## src/cmpc_map.svh

```systemverilog
// timing figures, counter width, address base and control reset value of the charger controller
`ifndef CMPC_MAP_SVH
`define CMPC_MAP_SVH
`define CMPC_CLK_MHZ        50
`define CMPC_WAKE_US        500
`define CMPC_INT_PULSE_US   256
`define CMPC_WDT_WAIT_MS    32
`define CMPC_WDT_PERIOD_MS  40
`define CMPC_RECOV_SHORT_MS 21
`define CMPC_RECOV_LONG_MS  100
`define CMPC_HICCUP_SHORT_MS 10
`define CMPC_HICCUP_LONG_MS 50
`define CMPC_CNT_W          24
`define CMPC_ADDR_BASE      7'h50
// control bits after reset: auto-recovery on, everything else off
`define CMPC_CFG_RESET      10'h010
`endif

```

## src/cmpc_pkg.sv

```systemverilog
// types shared by the charger mode and protection controller
package cmpc_pkg;
  // operating modes, one-hot
  typedef enum logic [5:0] {
    CMPC_LOWPWR  = 6'h01,
    CMPC_STANDBY = 6'h02,
    CMPC_BYPASS  = 6'h04,
    CMPC_RBYPASS = 6'h08,
    CMPC_HALVE   = 6'h10,
    CMPC_RHALVE  = 6'h20
  } cmpc_mode_e;
  // soft-start sequencer states, one-hot
  typedef enum logic [3:0] {
    CMPC_SS_IDLE  = 4'h1,
    CMPC_SS_CHECK = 4'h2,
    CMPC_SS_RUN   = 4'h4,
    CMPC_SS_HOLD  = 4'h8
  } cmpc_ss_e;
  // host-written control bits
  typedef struct packed {
    logic       chargeEnable;
    logic       reverseEnable;
    logic       topologySelect;
    logic [1:0] inputSwitchControl;
    logic       autoRecoveryEnable;
    logic       recoveryDeglitchSelect;
    logic       wirelessGoodLowpowerEn;
    logic       wirelessGoodIndicatorEn;
    logic       outErrOffTimeSel;
  } cmpc_cfg_s;
  // analog comparator levels, all asynchronous
  typedef struct packed {
    logic inputOvervoltage;
    logic outputOvervoltage;
    logic inputOvercurrent;
    logic wirelessReverseOvercurrent;
    logic outputShortError;
    logic dieOvertemperature;
    logic flyingCapDiagnostic;
    logic converterOvercurrent;
    logic lowInputStatus;
  } cmpc_fault_s;
endpackage

```

## src/cmpc_ctrl.sv

```systemverilog
// mode decode, watchdog, power-up and protection reactions of the charger
`timescale 1ns/1ns
`include "cmpc_map.svh"
module cmpc_ctrl #(
  parameter int CLK_MHZ    = `CMPC_CLK_MHZ,
  parameter int WAKE_CYC   = `CMPC_WAKE_US * CLK_MHZ,
  parameter int PULSE_CYC  = `CMPC_INT_PULSE_US * CLK_MHZ,
  parameter int WDT_CYC    = `CMPC_WDT_PERIOD_MS * 1000 * CLK_MHZ,
  parameter int WAIT_CYC   = `CMPC_WDT_WAIT_MS * 1000 * CLK_MHZ,
  parameter int RECOV0_CYC = `CMPC_RECOV_SHORT_MS * 1000 * CLK_MHZ,
  parameter int RECOV1_CYC = `CMPC_RECOV_LONG_MS * 1000 * CLK_MHZ,
  parameter int HICC0_CYC  = `CMPC_HICCUP_SHORT_MS * 1000 * CLK_MHZ,
  parameter int HICC1_CYC  = `CMPC_HICCUP_LONG_MS * 1000 * CLK_MHZ
) (
  // clock and supply-lockout reset
  input  wire  logic                 ref_clk,
  input  wire  logic                 nrst,
  // pins
  input  wire  logic                 enPinN,
  input  wire  logic [1:0]           addrLevel,
  input  wire  logic                 inputPresent,
  input  wire  logic                 wirelessInputRaw,
  input  wire  cmpc_pkg::cmpc_fault_s faultRaw,
  // host side, same clock
  input  wire  logic                 cfgWr,
  input  wire  cmpc_pkg::cmpc_cfg_s  cfgWrData,
  input  wire  logic                 regRead,
  input  wire  logic                 wdtFlagClr,
  // status
  output logic                       hostReady_r,
  output logic [6:0]                 slaveAddr_r,
  output cmpc_pkg::cmpc_cfg_s        cfg_r,
  output cmpc_pkg::cmpc_mode_e       mode_r,
  output logic                       switchOn_r,
  output logic                       watchdogTimeoutStatus_r,
  output logic                       watchdogTimeoutFlag_r,
  output logic                       intN_r,
  output logic                       wirelessInputGood_r
);
  import cmpc_pkg::*;
  localparam int CW = `CMPC_CNT_W;

  // ----------------------------------------------------------------
  // pin synchronisers
  // ----------------------------------------------------------------
  logic [13:0] pinMeta;     // first stage, read only by pinSync
  logic [13:0] pinSync;     // second stage
  cmpc_fault_s flt;         // synchronised fault levels
  cmpc_fault_s fltPrev;     // for rising-edge events
  logic        enLow;       // enable pin driven low
  logic [1:0]  addrSync;
  logic        vinOk;
  logic        wirelessSync;
  logic        wirelessPrev;
  assign {enLow, addrSync, vinOk, wirelessSync} = {~pinSync[13], pinSync[12:9]};
  assign flt = cmpc_fault_s'(pinSync[8:0] ^ 9'h000);

  // two flops on every asynchronous input
  always_ff @(posedge ref_clk or negedge nrst)
    if (!nrst)
    begin
      // enable pin idles high so reset lands in low power
      pinMeta <= 14'h2000;
      pinSync <= 14'h2000;
    end
    else
    begin
      pinMeta <= {enPinN, addrLevel, inputPresent, wirelessInputRaw, faultRaw};
      pinSync <= pinMeta;
    end

  // ----------------------------------------------------------------
  // power-up: wake delay and address capture
  // ----------------------------------------------------------------
  logic [CW-1:0] wakeCnt_r;

  // address is sampled after the pin settled, then the host is let in
  always_ff @(posedge ref_clk or negedge nrst)
    if (!nrst)
    begin
      wakeCnt_r   <= '0;
      hostReady_r <= 1'b0;
      slaveAddr_r <= `CMPC_ADDR_BASE;
    end
    else if (!hostReady_r)
    begin
      wakeCnt_r <= wakeCnt_r + 1'b1;
      if (wakeCnt_r == CW'(WAKE_CYC - 1))
      begin
        hostReady_r <= 1'b1;
        slaveAddr_r <= `CMPC_ADDR_BASE + {5'h00, addrSync};
      end
    end

  // accesses are only seen once the host interface is released
  logic hostAcc;
  logic hostWr;
  assign hostWr  = cfgWr & hostReady_r;
  assign hostAcc = hostWr | (regRead & hostReady_r);

  // ----------------------------------------------------------------
  // mode decode
  // ----------------------------------------------------------------
  cmpc_mode_e modeNxt;
  always_comb
  begin
    if (!enLow)
      modeNxt = CMPC_LOWPWR;
    else if (!cfg_r.chargeEnable)
      modeNxt = CMPC_STANDBY;
    else
      unique case ({cfg_r.topologySelect, cfg_r.reverseEnable})
        2'b00: modeNxt = CMPC_BYPASS;
        2'b01: modeNxt = CMPC_RBYPASS;
        2'b10: modeNxt = CMPC_HALVE;
        2'b11: modeNxt = CMPC_RHALVE;
      endcase
  end

  always_ff @(posedge ref_clk or negedge nrst)
    if (!nrst)
      mode_r <= CMPC_LOWPWR;
    else
      mode_r <= modeNxt;

  // ----------------------------------------------------------------
  // protection reactions per mode
  // ----------------------------------------------------------------
  logic protOn;        // sensing powered
  logic charging;
  logic isRev;
  logic ovpAny;
  logic clrChg;
  logic clrRev;
  logic clrSw;
  logic stopOcp;       // bypass stop, immediate restart
  logic stopOvp;       // bypass stop, recovery deglitch
  logic stopShort;     // bypass hiccup
  assign protOn   = mode_r != CMPC_LOWPWR;
  assign charging = protOn && mode_r != CMPC_STANDBY;
  assign isRev    = mode_r == CMPC_RBYPASS || mode_r == CMPC_RHALVE;
  assign ovpAny   = flt.inputOvervoltage | flt.outputOvervoltage;

  // fault to action table; one flop-free decode feeds all owners
  always_comb
  begin
    clrChg    = 1'b0;
    clrRev    = 1'b0;
    stopOcp   = 1'b0;
    stopOvp   = 1'b0;
    stopShort = 1'b0;
    clrSw = protOn && cfg_r.inputSwitchControl[1]
            && flt.wirelessReverseOvercurrent;
    unique case (mode_r)
      CMPC_BYPASS:
      begin
        stopOcp   = flt.inputOvercurrent | flt.converterOvercurrent;
        clrChg    = flt.dieOvertemperature
                  | (ovpAny & ~cfg_r.autoRecoveryEnable);
        stopOvp   = ovpAny & cfg_r.autoRecoveryEnable;
        stopShort = flt.outputShortError;
      end
      CMPC_RBYPASS, CMPC_RHALVE:
      begin
        clrRev = flt.inputOvercurrent | flt.dieOvertemperature
               | flt.converterOvercurrent;
        clrChg = clrRev | ovpAny
               | (mode_r == CMPC_RHALVE && flt.flyingCapDiagnostic);
      end
      CMPC_HALVE:
        clrChg = ovpAny | flt.inputOvercurrent | flt.outputShortError
               | flt.dieOvertemperature | flt.flyingCapDiagnostic
               | flt.converterOvercurrent;
      default: ;
    endcase
  end

  // ----------------------------------------------------------------
  // watchdog
  // ----------------------------------------------------------------
  logic [CW-1:0] wdtCnt_r;
  logic [CW-1:0] waitCnt_r;
  logic          waiting_r;
  logic          wdtExpire;
  logic          wdtReload;
  assign wdtExpire = !watchdogTimeoutStatus_r && wdtCnt_r == CW'(WDT_CYC - 1);
  assign wdtReload = waiting_r && waitCnt_r == CW'(WAIT_CYC - 1);

  // counts from reset; host traffic restarts it and ends a timeout
  always_ff @(posedge ref_clk or negedge nrst)
    if (!nrst)
    begin
      wdtCnt_r                <= '0;
      watchdogTimeoutStatus_r <= 1'b0;
    end
    else if (hostAcc)
    begin
      wdtCnt_r                <= '0;
      watchdogTimeoutStatus_r <= 1'b0;
    end
    else if (wdtExpire)
      watchdogTimeoutStatus_r <= 1'b1;
    else if (!watchdogTimeoutStatus_r)
      wdtCnt_r <= wdtCnt_r + 1'b1;

  // sticky flag: a new expiry beats a clear in the same cycle
  always_ff @(posedge ref_clk or negedge nrst)
    if (!nrst)
      watchdogTimeoutFlag_r <= 1'b0;
    else if (wdtExpire)
      watchdogTimeoutFlag_r <= 1'b1;
    else if (wdtFlagClr)
      watchdogTimeoutFlag_r <= 1'b0;

  // restore wait after expiry; not cancelled by host traffic
  always_ff @(posedge ref_clk or negedge nrst)
    if (!nrst)
    begin
      waiting_r <= 1'b0;
      waitCnt_r <= '0;
    end
    else if (wdtExpire)
    begin
      waiting_r <= 1'b1;
      waitCnt_r <= '0;
    end
    else if (wdtReload)
      waiting_r <= 1'b0;
    else if (waiting_r)
      waitCnt_r <= waitCnt_r + 1'b1;

  // ----------------------------------------------------------------
  // control bits: host writes, fault clears, watchdog restore
  // ----------------------------------------------------------------
  // a fault clear overrides a host write landing in the same cycle
  always_ff @(posedge ref_clk or negedge nrst)
    if (!nrst)
      cfg_r <= cmpc_cfg_s'(`CMPC_CFG_RESET);
    else if (wdtReload)
      cfg_r <= cmpc_cfg_s'(`CMPC_CFG_RESET);
    else
    begin
      if (hostWr)
        cfg_r <= cfgWrData;
      if (clrChg)
        cfg_r.chargeEnable <= 1'b0;
      if (clrRev)
        cfg_r.reverseEnable <= 1'b0;
      if (clrSw)
        cfg_r.inputSwitchControl <= 2'b00;
    end

  // ----------------------------------------------------------------
  // soft-start sequencer
  // ----------------------------------------------------------------
  cmpc_ss_e      ss_r;
  cmpc_ss_e      ssNxt;
  logic [CW-1:0] holdCnt_r;
  logic [CW-1:0] holdLoad;
  logic          lowOk;
  logic          ovpHold_r;     // hold is an overvoltage recovery
  // reverse modes need low-input set, forward modes need it clear
  assign lowOk = flt.lowInputStatus == isRev;
  assign holdLoad = stopOvp ? (cfg_r.recoveryDeglitchSelect ? CW'(RECOV1_CYC)
                                                            : CW'(RECOV0_CYC))
                  : stopShort ? (cfg_r.outErrOffTimeSel ? CW'(HICC1_CYC)
                                                        : CW'(HICC0_CYC))
                  : CW'(1);

  always_comb
  begin
    ssNxt = ss_r;
    unique case (ss_r)
      CMPC_SS_IDLE:
        if (charging)
          ssNxt = CMPC_SS_CHECK;
      CMPC_SS_CHECK:
        if (!charging)
          ssNxt = CMPC_SS_IDLE;
        else if (vinOk && lowOk)
          ssNxt = CMPC_SS_RUN;
      CMPC_SS_RUN:
        if (!charging || clrChg)
          ssNxt = CMPC_SS_IDLE;
        else if (stopOcp || stopOvp || stopShort)
          ssNxt = CMPC_SS_HOLD;
      CMPC_SS_HOLD:
        if (!charging)
          ssNxt = CMPC_SS_IDLE;
        else if (holdCnt_r == CW'(1) && !(ovpHold_r && ovpAny))
          ssNxt = CMPC_SS_CHECK;
    endcase
  end

  // recovery counter restarts while the overvoltage persists
  always_ff @(posedge ref_clk or negedge nrst)
    if (!nrst)
    begin
      ss_r       <= CMPC_SS_IDLE;
      holdCnt_r  <= '0;
      ovpHold_r  <= 1'b0;
      switchOn_r <= 1'b0;
    end
    else
    begin
      ss_r       <= ssNxt;
      switchOn_r <= ssNxt == CMPC_SS_RUN;
      if (ss_r == CMPC_SS_RUN && ssNxt == CMPC_SS_HOLD)
      begin
        holdCnt_r <= holdLoad;
        ovpHold_r <= stopOvp;
      end
      else if (ss_r == CMPC_SS_HOLD && ovpHold_r && ovpAny)
        holdCnt_r <= cfg_r.recoveryDeglitchSelect ? CW'(RECOV1_CYC) : CW'(RECOV0_CYC);
      else if (ss_r == CMPC_SS_HOLD && holdCnt_r != CW'(1))
        holdCnt_r <= holdCnt_r - 1'b1;
    end

  // ----------------------------------------------------------------
  // interrupt pulse and indicator
  // ----------------------------------------------------------------
  logic          fltRise;
  logic [CW-1:0] pulseCnt_r;
  assign fltRise = mode_r == CMPC_STANDBY
                   && (|(flt & ~fltPrev) || (wirelessSync && !wirelessPrev));

  // fixed-width low pulse; a new event re-arms the full width
  always_ff @(posedge ref_clk or negedge nrst)
    if (!nrst)
    begin
      fltPrev      <= '0;
      wirelessPrev <= 1'b0;
      pulseCnt_r   <= '0;
      intN_r       <= 1'b1;
    end
    else
    begin
      fltPrev      <= flt;
      wirelessPrev <= wirelessSync;
      if (wdtExpire || fltRise)
      begin
        pulseCnt_r <= CW'(PULSE_CYC - 1);
        intN_r     <= 1'b0;
      end
      else if (pulseCnt_r != '0)
        pulseCnt_r <= pulseCnt_r - 1'b1;
      else
        intN_r <= 1'b1;
    end

  // indicator in low power only with both enable bits
  always_ff @(posedge ref_clk or negedge nrst)
    if (!nrst)
      wirelessInputGood_r <= 1'b0;
    else
      wirelessInputGood_r <= wirelessSync && cfg_r.wirelessGoodIndicatorEn
        && (protOn || cfg_r.wirelessGoodLowpowerEn);
endmodule

```

## config.mk

```make
export PLATFORM = sky130hd
export DESIGN_NAME = cmpc_ctrl
export DESIGN_NICKNAME = d
export VERILOG_FILES = /design/src/cmpc_pkg.sv /design/src/cmpc_ctrl.sv
export VERILOG_INCLUDE_DIRS = /design/src
export SDC_FILE = /design/constraint.sdc
export NUM_CORES = 1
export LEC_CHECK = 0
export ABC_AREA = 1
export ABC_CLOCK_PERIOD_IN_PS = 2300
export BUFFER_PORTS_ARGS = -buffer_cell sky130_fd_sc_hd__buf_4
export CORE_AREA = 2 2 131 133
export DETAILED_ROUTE_END_ITERATION = 8
export DIE_AREA = 0 0 133 135
export PLACE_DENSITY = 0.78
export SLEW_MARGIN = 20
export SYNTH_ARGS = -nofsm -noshare
export SYNTH_HDL_FRONTEND = slang
export SYNTH_SLANG_ARGS = --single-unit
```

## constraint.sdc

```tcl
create_clock -name ref_clk -period 2.3 [get_ports ref_clk]
set_input_delay 0.23 -clock ref_clk [delete_from_list [all_inputs] [get_ports ref_clk]]
set_output_delay 0.23 -clock ref_clk [all_outputs]
set_load 0.005 [all_outputs]
```

# == Word level (Yosys, flattened, before mapping) ==
# Index checks and enable logic that the tools add are counted.
# op_classes
n_addsub,6
eq_ne,26
n_mux,46
bitwise_logic,21
reduce_logical,45
# ops
cell,n
$mux W24,12
$add A24 B1 Y24 const B,3
$eq A24 B21 Y1 const B,2
$sub A24 B1 Y24 const B,2
$mux W22,2
$mux W4,7
$eq A24 B1 Y1 const B,1
$eq A24 B15 Y1 const B,1
$ne A24 B1 Y1 const B,1
$pmux W6 S4,1
$reduce_bool A24 Y1,1
$mux W23,1
$mux W10,2
$logic_and A1 B1 Y1,17
$mux W1,16
$pmux W4 S4,1
$or A1 B1 Y1,13
$mux W6,2
$reduce_bool A2 Y1,6
$reduce_bool A3 Y1,4
$and A9 B9 Y9,1
$not A9 Y9,1
$reduce_or A9 Y1,1
$eq A4 B3 Y1 const B,2
25 further kinds,44
# word_totals
regBits,193
out_inout_bits,29

# == Logic depth before layout (Yosys ltp) ==
# logic_depth
depth_word,13
ltp_mapped,13

# == Worst setup path before layout ==
# Ideal clock, no wire load.
# synth_timing
path_type,flip-flop to flip-flop
startpoint,register wdtCnt_r[0]
endpoint,register waitCnt_r[8]
setup_ns,0.117
t_arrival_ns,1.631
setup_slack_ns,0.552
stages_incl_launch_ff,14
path_cell_list,dfrtp_1 ha_1 nand2_2 nor2_4 nand2_2 nor2_4 nand2_2 nor2_4 inv_2 nand2_4 inv_4 buf_6 nand2_1 nand2_1
# synth_via
elab_chain_len,4
# synth_lines
item,line,source
start: declaration,cmpc_ctrl.sv:181,logic [CW-1:0] wdtCnt_r;
start signal: assignment,cmpc_ctrl.sv:204,wdtCnt_r <= wdtCnt_r + 1'b1;
$eq A24 B21 Y1 (*),cmpc_ctrl.sv:186,assign wdtExpire = !watchdogTimeoutStatus_r && wdtCnt_r == CW'(WDT_CYC - 1);
$logic_and A1 B1 Y1 (*),cmpc_ctrl.sv:186,
$ne A2 B2 Y1 (no line) or $reduce_bool A2 Y1 (tied branches),--,
$reduce_and A2 Y1 (no line),--,
end signal: assignment,cmpc_ctrl.sv:230,waitCnt_r <= waitCnt_r + 1'b1;
end: declaration,cmpc_ctrl.sv:182,logic [CW-1:0] waitCnt_r;
# Every way passes the cells marked *; elsewhere a longest branch is shown, timed or not.
# A chain may end at the register's enable or synchronous reset.

# == Worst setup path after layout ==
# layout_timing
startpoint,register pulseCnt_r[0]
endpoint,register pulseCnt_r[23]
# layout_via
elab_chain_len,3
# layout_lines
item,line,source
start: declaration,cmpc_ctrl.sv:323,logic [CW-1:0] pulseCnt_r;
start signal: assignment,cmpc_ctrl.sv:342,pulseCnt_r <= CW'(PULSE_CYC - 1);
start signal: assignment,cmpc_ctrl.sv:346,pulseCnt_r <= pulseCnt_r - 1'b1;
$sub A24 B1 Y24,cmpc_ctrl.sv:346,
$mux W24,cmpc_ctrl.sv:345,else if (pulseCnt_r != '0)
$mux W24,cmpc_ctrl.sv:340,if (wdtExpire || fltRise)
# Parallel ways exist; a longest one is shown, timed or not. The select of a mux whose other input is x is not followed.

==> impl_metrics.toml <==
[sta]
finalHoldViolCount = 0
slew_headroom_pct = 63.7
layout_min_cycle_time_ns = 2.12
skew_ns = 0.00972
max_freq_mhz = 471
setup_viol = 0
period_share_pct = 92.2
drv_slew = 0
worst_slew_pin_slew_ns = 0.545
rsz0062_at_grt = "no"
hold_ws_ns = 0.0624
tns_ns = 0

[die]
placementRows = 47
die_y_um = 135
die_area_sq_um = 18000
ios = 58
die-width_um = 133
start_util_pct = 61.2
core_area_sq_um = 16400

[grt]
overflow = 0
met2_usage_pct = 45.9
grt_use_met1_pct = 37.0
grt_usage_pct = 27.4
grt_pass1_wl_mm = 39.5
grt_max_degree = 64
antenna_found_initial = 0
grt-busiest-layer = "met2"
first_global_vias = 8250
groute.layer.met3.usage_pct = 4.92

[setup_path]
critPathRequiredTime_ns = 2.64
critPathCaptureType = "flip-flop"
critPathBufInv = 1
slowest_delay_ns = 0.42
crit_fanout = 5
critPathKind = "reg -> reg"
cp_top_family = "simple AND/OR/NAND/NOR gates"
critPathLaunchType = "flip-flop"
worstPathCellList = "inv_1 > ha_1 > nand2_1 > nor2_1 > nand4_1 > nor2_1 > nor2_1 > nand2_1 > nand2_1 > nand2_1 > nor2_1"
slowest_stage = "dfrtp_1"
arrival_ns = 2.46

[outcome]
status = "completed"

[power_and_ir_drop]
p_int_mw = 5.11
power_leakage_nw = 5.78
clkPwrFrac_pct = 43.9
switching_share_pct = 25.3
power.total_mw = 6.84
p_seq_share_pct = 50.6
power_frac_comb_pct = 5.5
p_per_area_nw_per_um2 = 595
power.switching_mw = 1.73
max-vdd-ir-drop_uv = 520

[clock_network]
insertion_delay_ns = 0.44
cts.sinks = 188
clk_path_buf_depth = 2
numCtsBuffers = 17
clk_pin_slew_ns = 0.07
htree_levels = 4
cts_root_buf = "clkbuf_16"
cts_tree = "yes"

[route]
wire_per_inst_um = 14.8
routed_wl_mm = 23.5
first_iter_violations = 834
via_count = 8641
avgViaCountPerCell = 5.43
drtPass1Iterations = 6
drc_errors = 0
antenna_left = 0

[synthesis]
synthCells = 1275
yosys.cell_types.count = 49
yosysSeqAreaShare_pct = 47.0
yosysMostFrequentCell = "nand2_1"
synth_ff_type = "dfrtp_1"
yosys_register_bits = 188
synth_area_leaders = "dfrtp_1 45%, nand2_1 13%, nor2_1 5.8%"
async_flop_share_pct = 100
yosysTopAreaCell = "dfrtp_1"
synth_commonest_cells = "352 x nand2_1, 182 x dfrtp_1, 154 x nor2_1"
ys_warn_count = 0
yosysTopAreaCellShare_pct = 45.4
avgSynthCellArea_sq_um = 7.87
syn_area_sq_um = 10000
synth_edf_count = 0

[layout]
final_nets = 1394
drive_above_1_share_pct = 11.8
areaGrowthSynthToFinish_pct = 14.6
postLayoutCoreUtil_pct = 70.1
regArea_sq_um = 4710
fill_cells = 1338
fin_cells = 1592
multi_input_area_sq_um = 4660
num_antenna_cells = 0

[placed_design]
io_buffers = 52
place_congestion = 0.945
place_hpwl_mm = 16.8
place_inst = 1544

[hold_path]
hold_class = "in -> reg"

[run]
cap_violations = 0
[final timing paths]
| kind | endpoint | from | slack [ns] | depth (start not counted) |
|---|---|---|---|---|
| min in group asynchronous | holdCnt_r[2]$_DFFE_PN0P_ | nrst | 0.34 | 2 |
| worst min register to register | pinSync[10]$_DFF_PN0_ | pinMeta[10]$_DFF_PN0_ | 0.35 | 0 |
| worst min-delay path | cfg_r[6]$_DFFE_PN0P_ | cfgWrData[6] | 0.06 | 3 |
| worst max-delay path | pulseCnt_r[23]$_DFFE_PN0P_ | pulseCnt_r[0]$_DFFE_PN0P_ | 0.18 | 11 |
| max in group asynchronous | wakeCnt_r[5]$_DFFE_PN0N_ | nrst | 1.28 | 3 |
| worst max register to register | pulseCnt_r[23]$_DFFE_PN0P_ | pulseCnt_r[0]$_DFFE_PN0P_ | 0.18 | 11 |
[tightest hold or removal path, cell delays in order]
cell     delay [ns]
buf_4          0.11
nand2_1        0.05
o21ai_0        0.07
[cell type report]
cell class / count / area share, %
Sequential cell: 188 / 41.0
Multi-Input combinational cell: 926 / 40.5
Timing Repair Buffer: 84 / 6.21
Inverter: 142 / 4.68
Clock buffer: 17 / 3.70
Tap cell: 220 / 2.39
Clock inverter: 15 / 1.49
[logic make-up after synthesis]
logic type | after synthesis | share of synthesized area, %
compound gates | 99 | 5.72
xor+xnor | 73 | 6.37
fa+ha+maj | 6 | 0.748
buf+inv | 164 | 6.91
flops | 188 | 47.0
other cells | 2 | 0.0748
simple gates | 743 | 33.2
[cell usage in the layout, fill, tap and decap left out, types with 3 or more instances in the layout]
cell	n
o21ai_1	10
conb_1	5
nand4_1	48
dfrtp_1	182
a31oi_1	4
o22ai_1	6
o21ai_2	6
inv_1	134
xnor2_1	16
nor3_1	42
nor2_2	8
nor2_4	7
dlygate4sd3_1	16
buf_4	64
nand2_2	8
inv_8	6
buf_12	3
nand3_1	84
o21ai_0	46
o211ai_1	3
nand2_1	352
or2_2	7
clkbuf_16	17
xor2_1	57
nor2_1	154
inv_2	5
dfstp_2	6
a21oi_1	16
nand3b_1	5
clkinvlp_4	3
ha_1	6
nor4_1	13
[what timing repair did]
item	CTS	global route
resized for setup	0	3
buffers inserted	0	0
endpoints found under the setup margin	0	39
hold endpoints to repair	72	0
hold buffers	16	0
[flip-flops by register name (all words and copies together) (netlist names), 6 cells and up]
| register | flops |
|---|---|
| fltPrev | 9 |
| pinSync | 14 |
| waitCnt_r | 24 |
| cfg_r | 10 |
| mode_r | 6 |
| pinMeta | 14 |
| wakeCnt_r | 24 |
| holdCnt_r | 24 |
| wdtCnt_r | 24 |
| pulseCnt_r | 24 |
[metal layers]
layer | routed length [um] | vias up
met5 | 0 | -
li1 | - | 4267
met2 | 11500 | 230
met4 | 310 | 0
met3 | 1190 | 31
met1 | 10500 | 4113
[power by group through the flow]
| stage | sequential (mW) | clock (mW) | combinational (mW) |
|---|---|---|---|
| finish | 3.46 | 3.00 | 0.376 |
| floorplan | 3.51 | 0 | 0.191 |
| detailed placement | 3.52 | 0 | 0.357 |
| global placement | 3.52 | 0 | 0.351 |
| CTS | 3.46 | 3.04 | 0.382 |
| global route | 3.47 | 3.19 | 0.428 |
[metrics by stage]
step           area [sq um]  setup slack [ns]
2_1_floorplan         10000             0.552
3_3_place_gp          10700            0.0911
3_5_place_dp          10700            0.0446
4_1_cts               11500            0.0392
5_1_grt               11500         0.0000460
6_report              11500             0.178
Power figures use the tool's default switching activity.
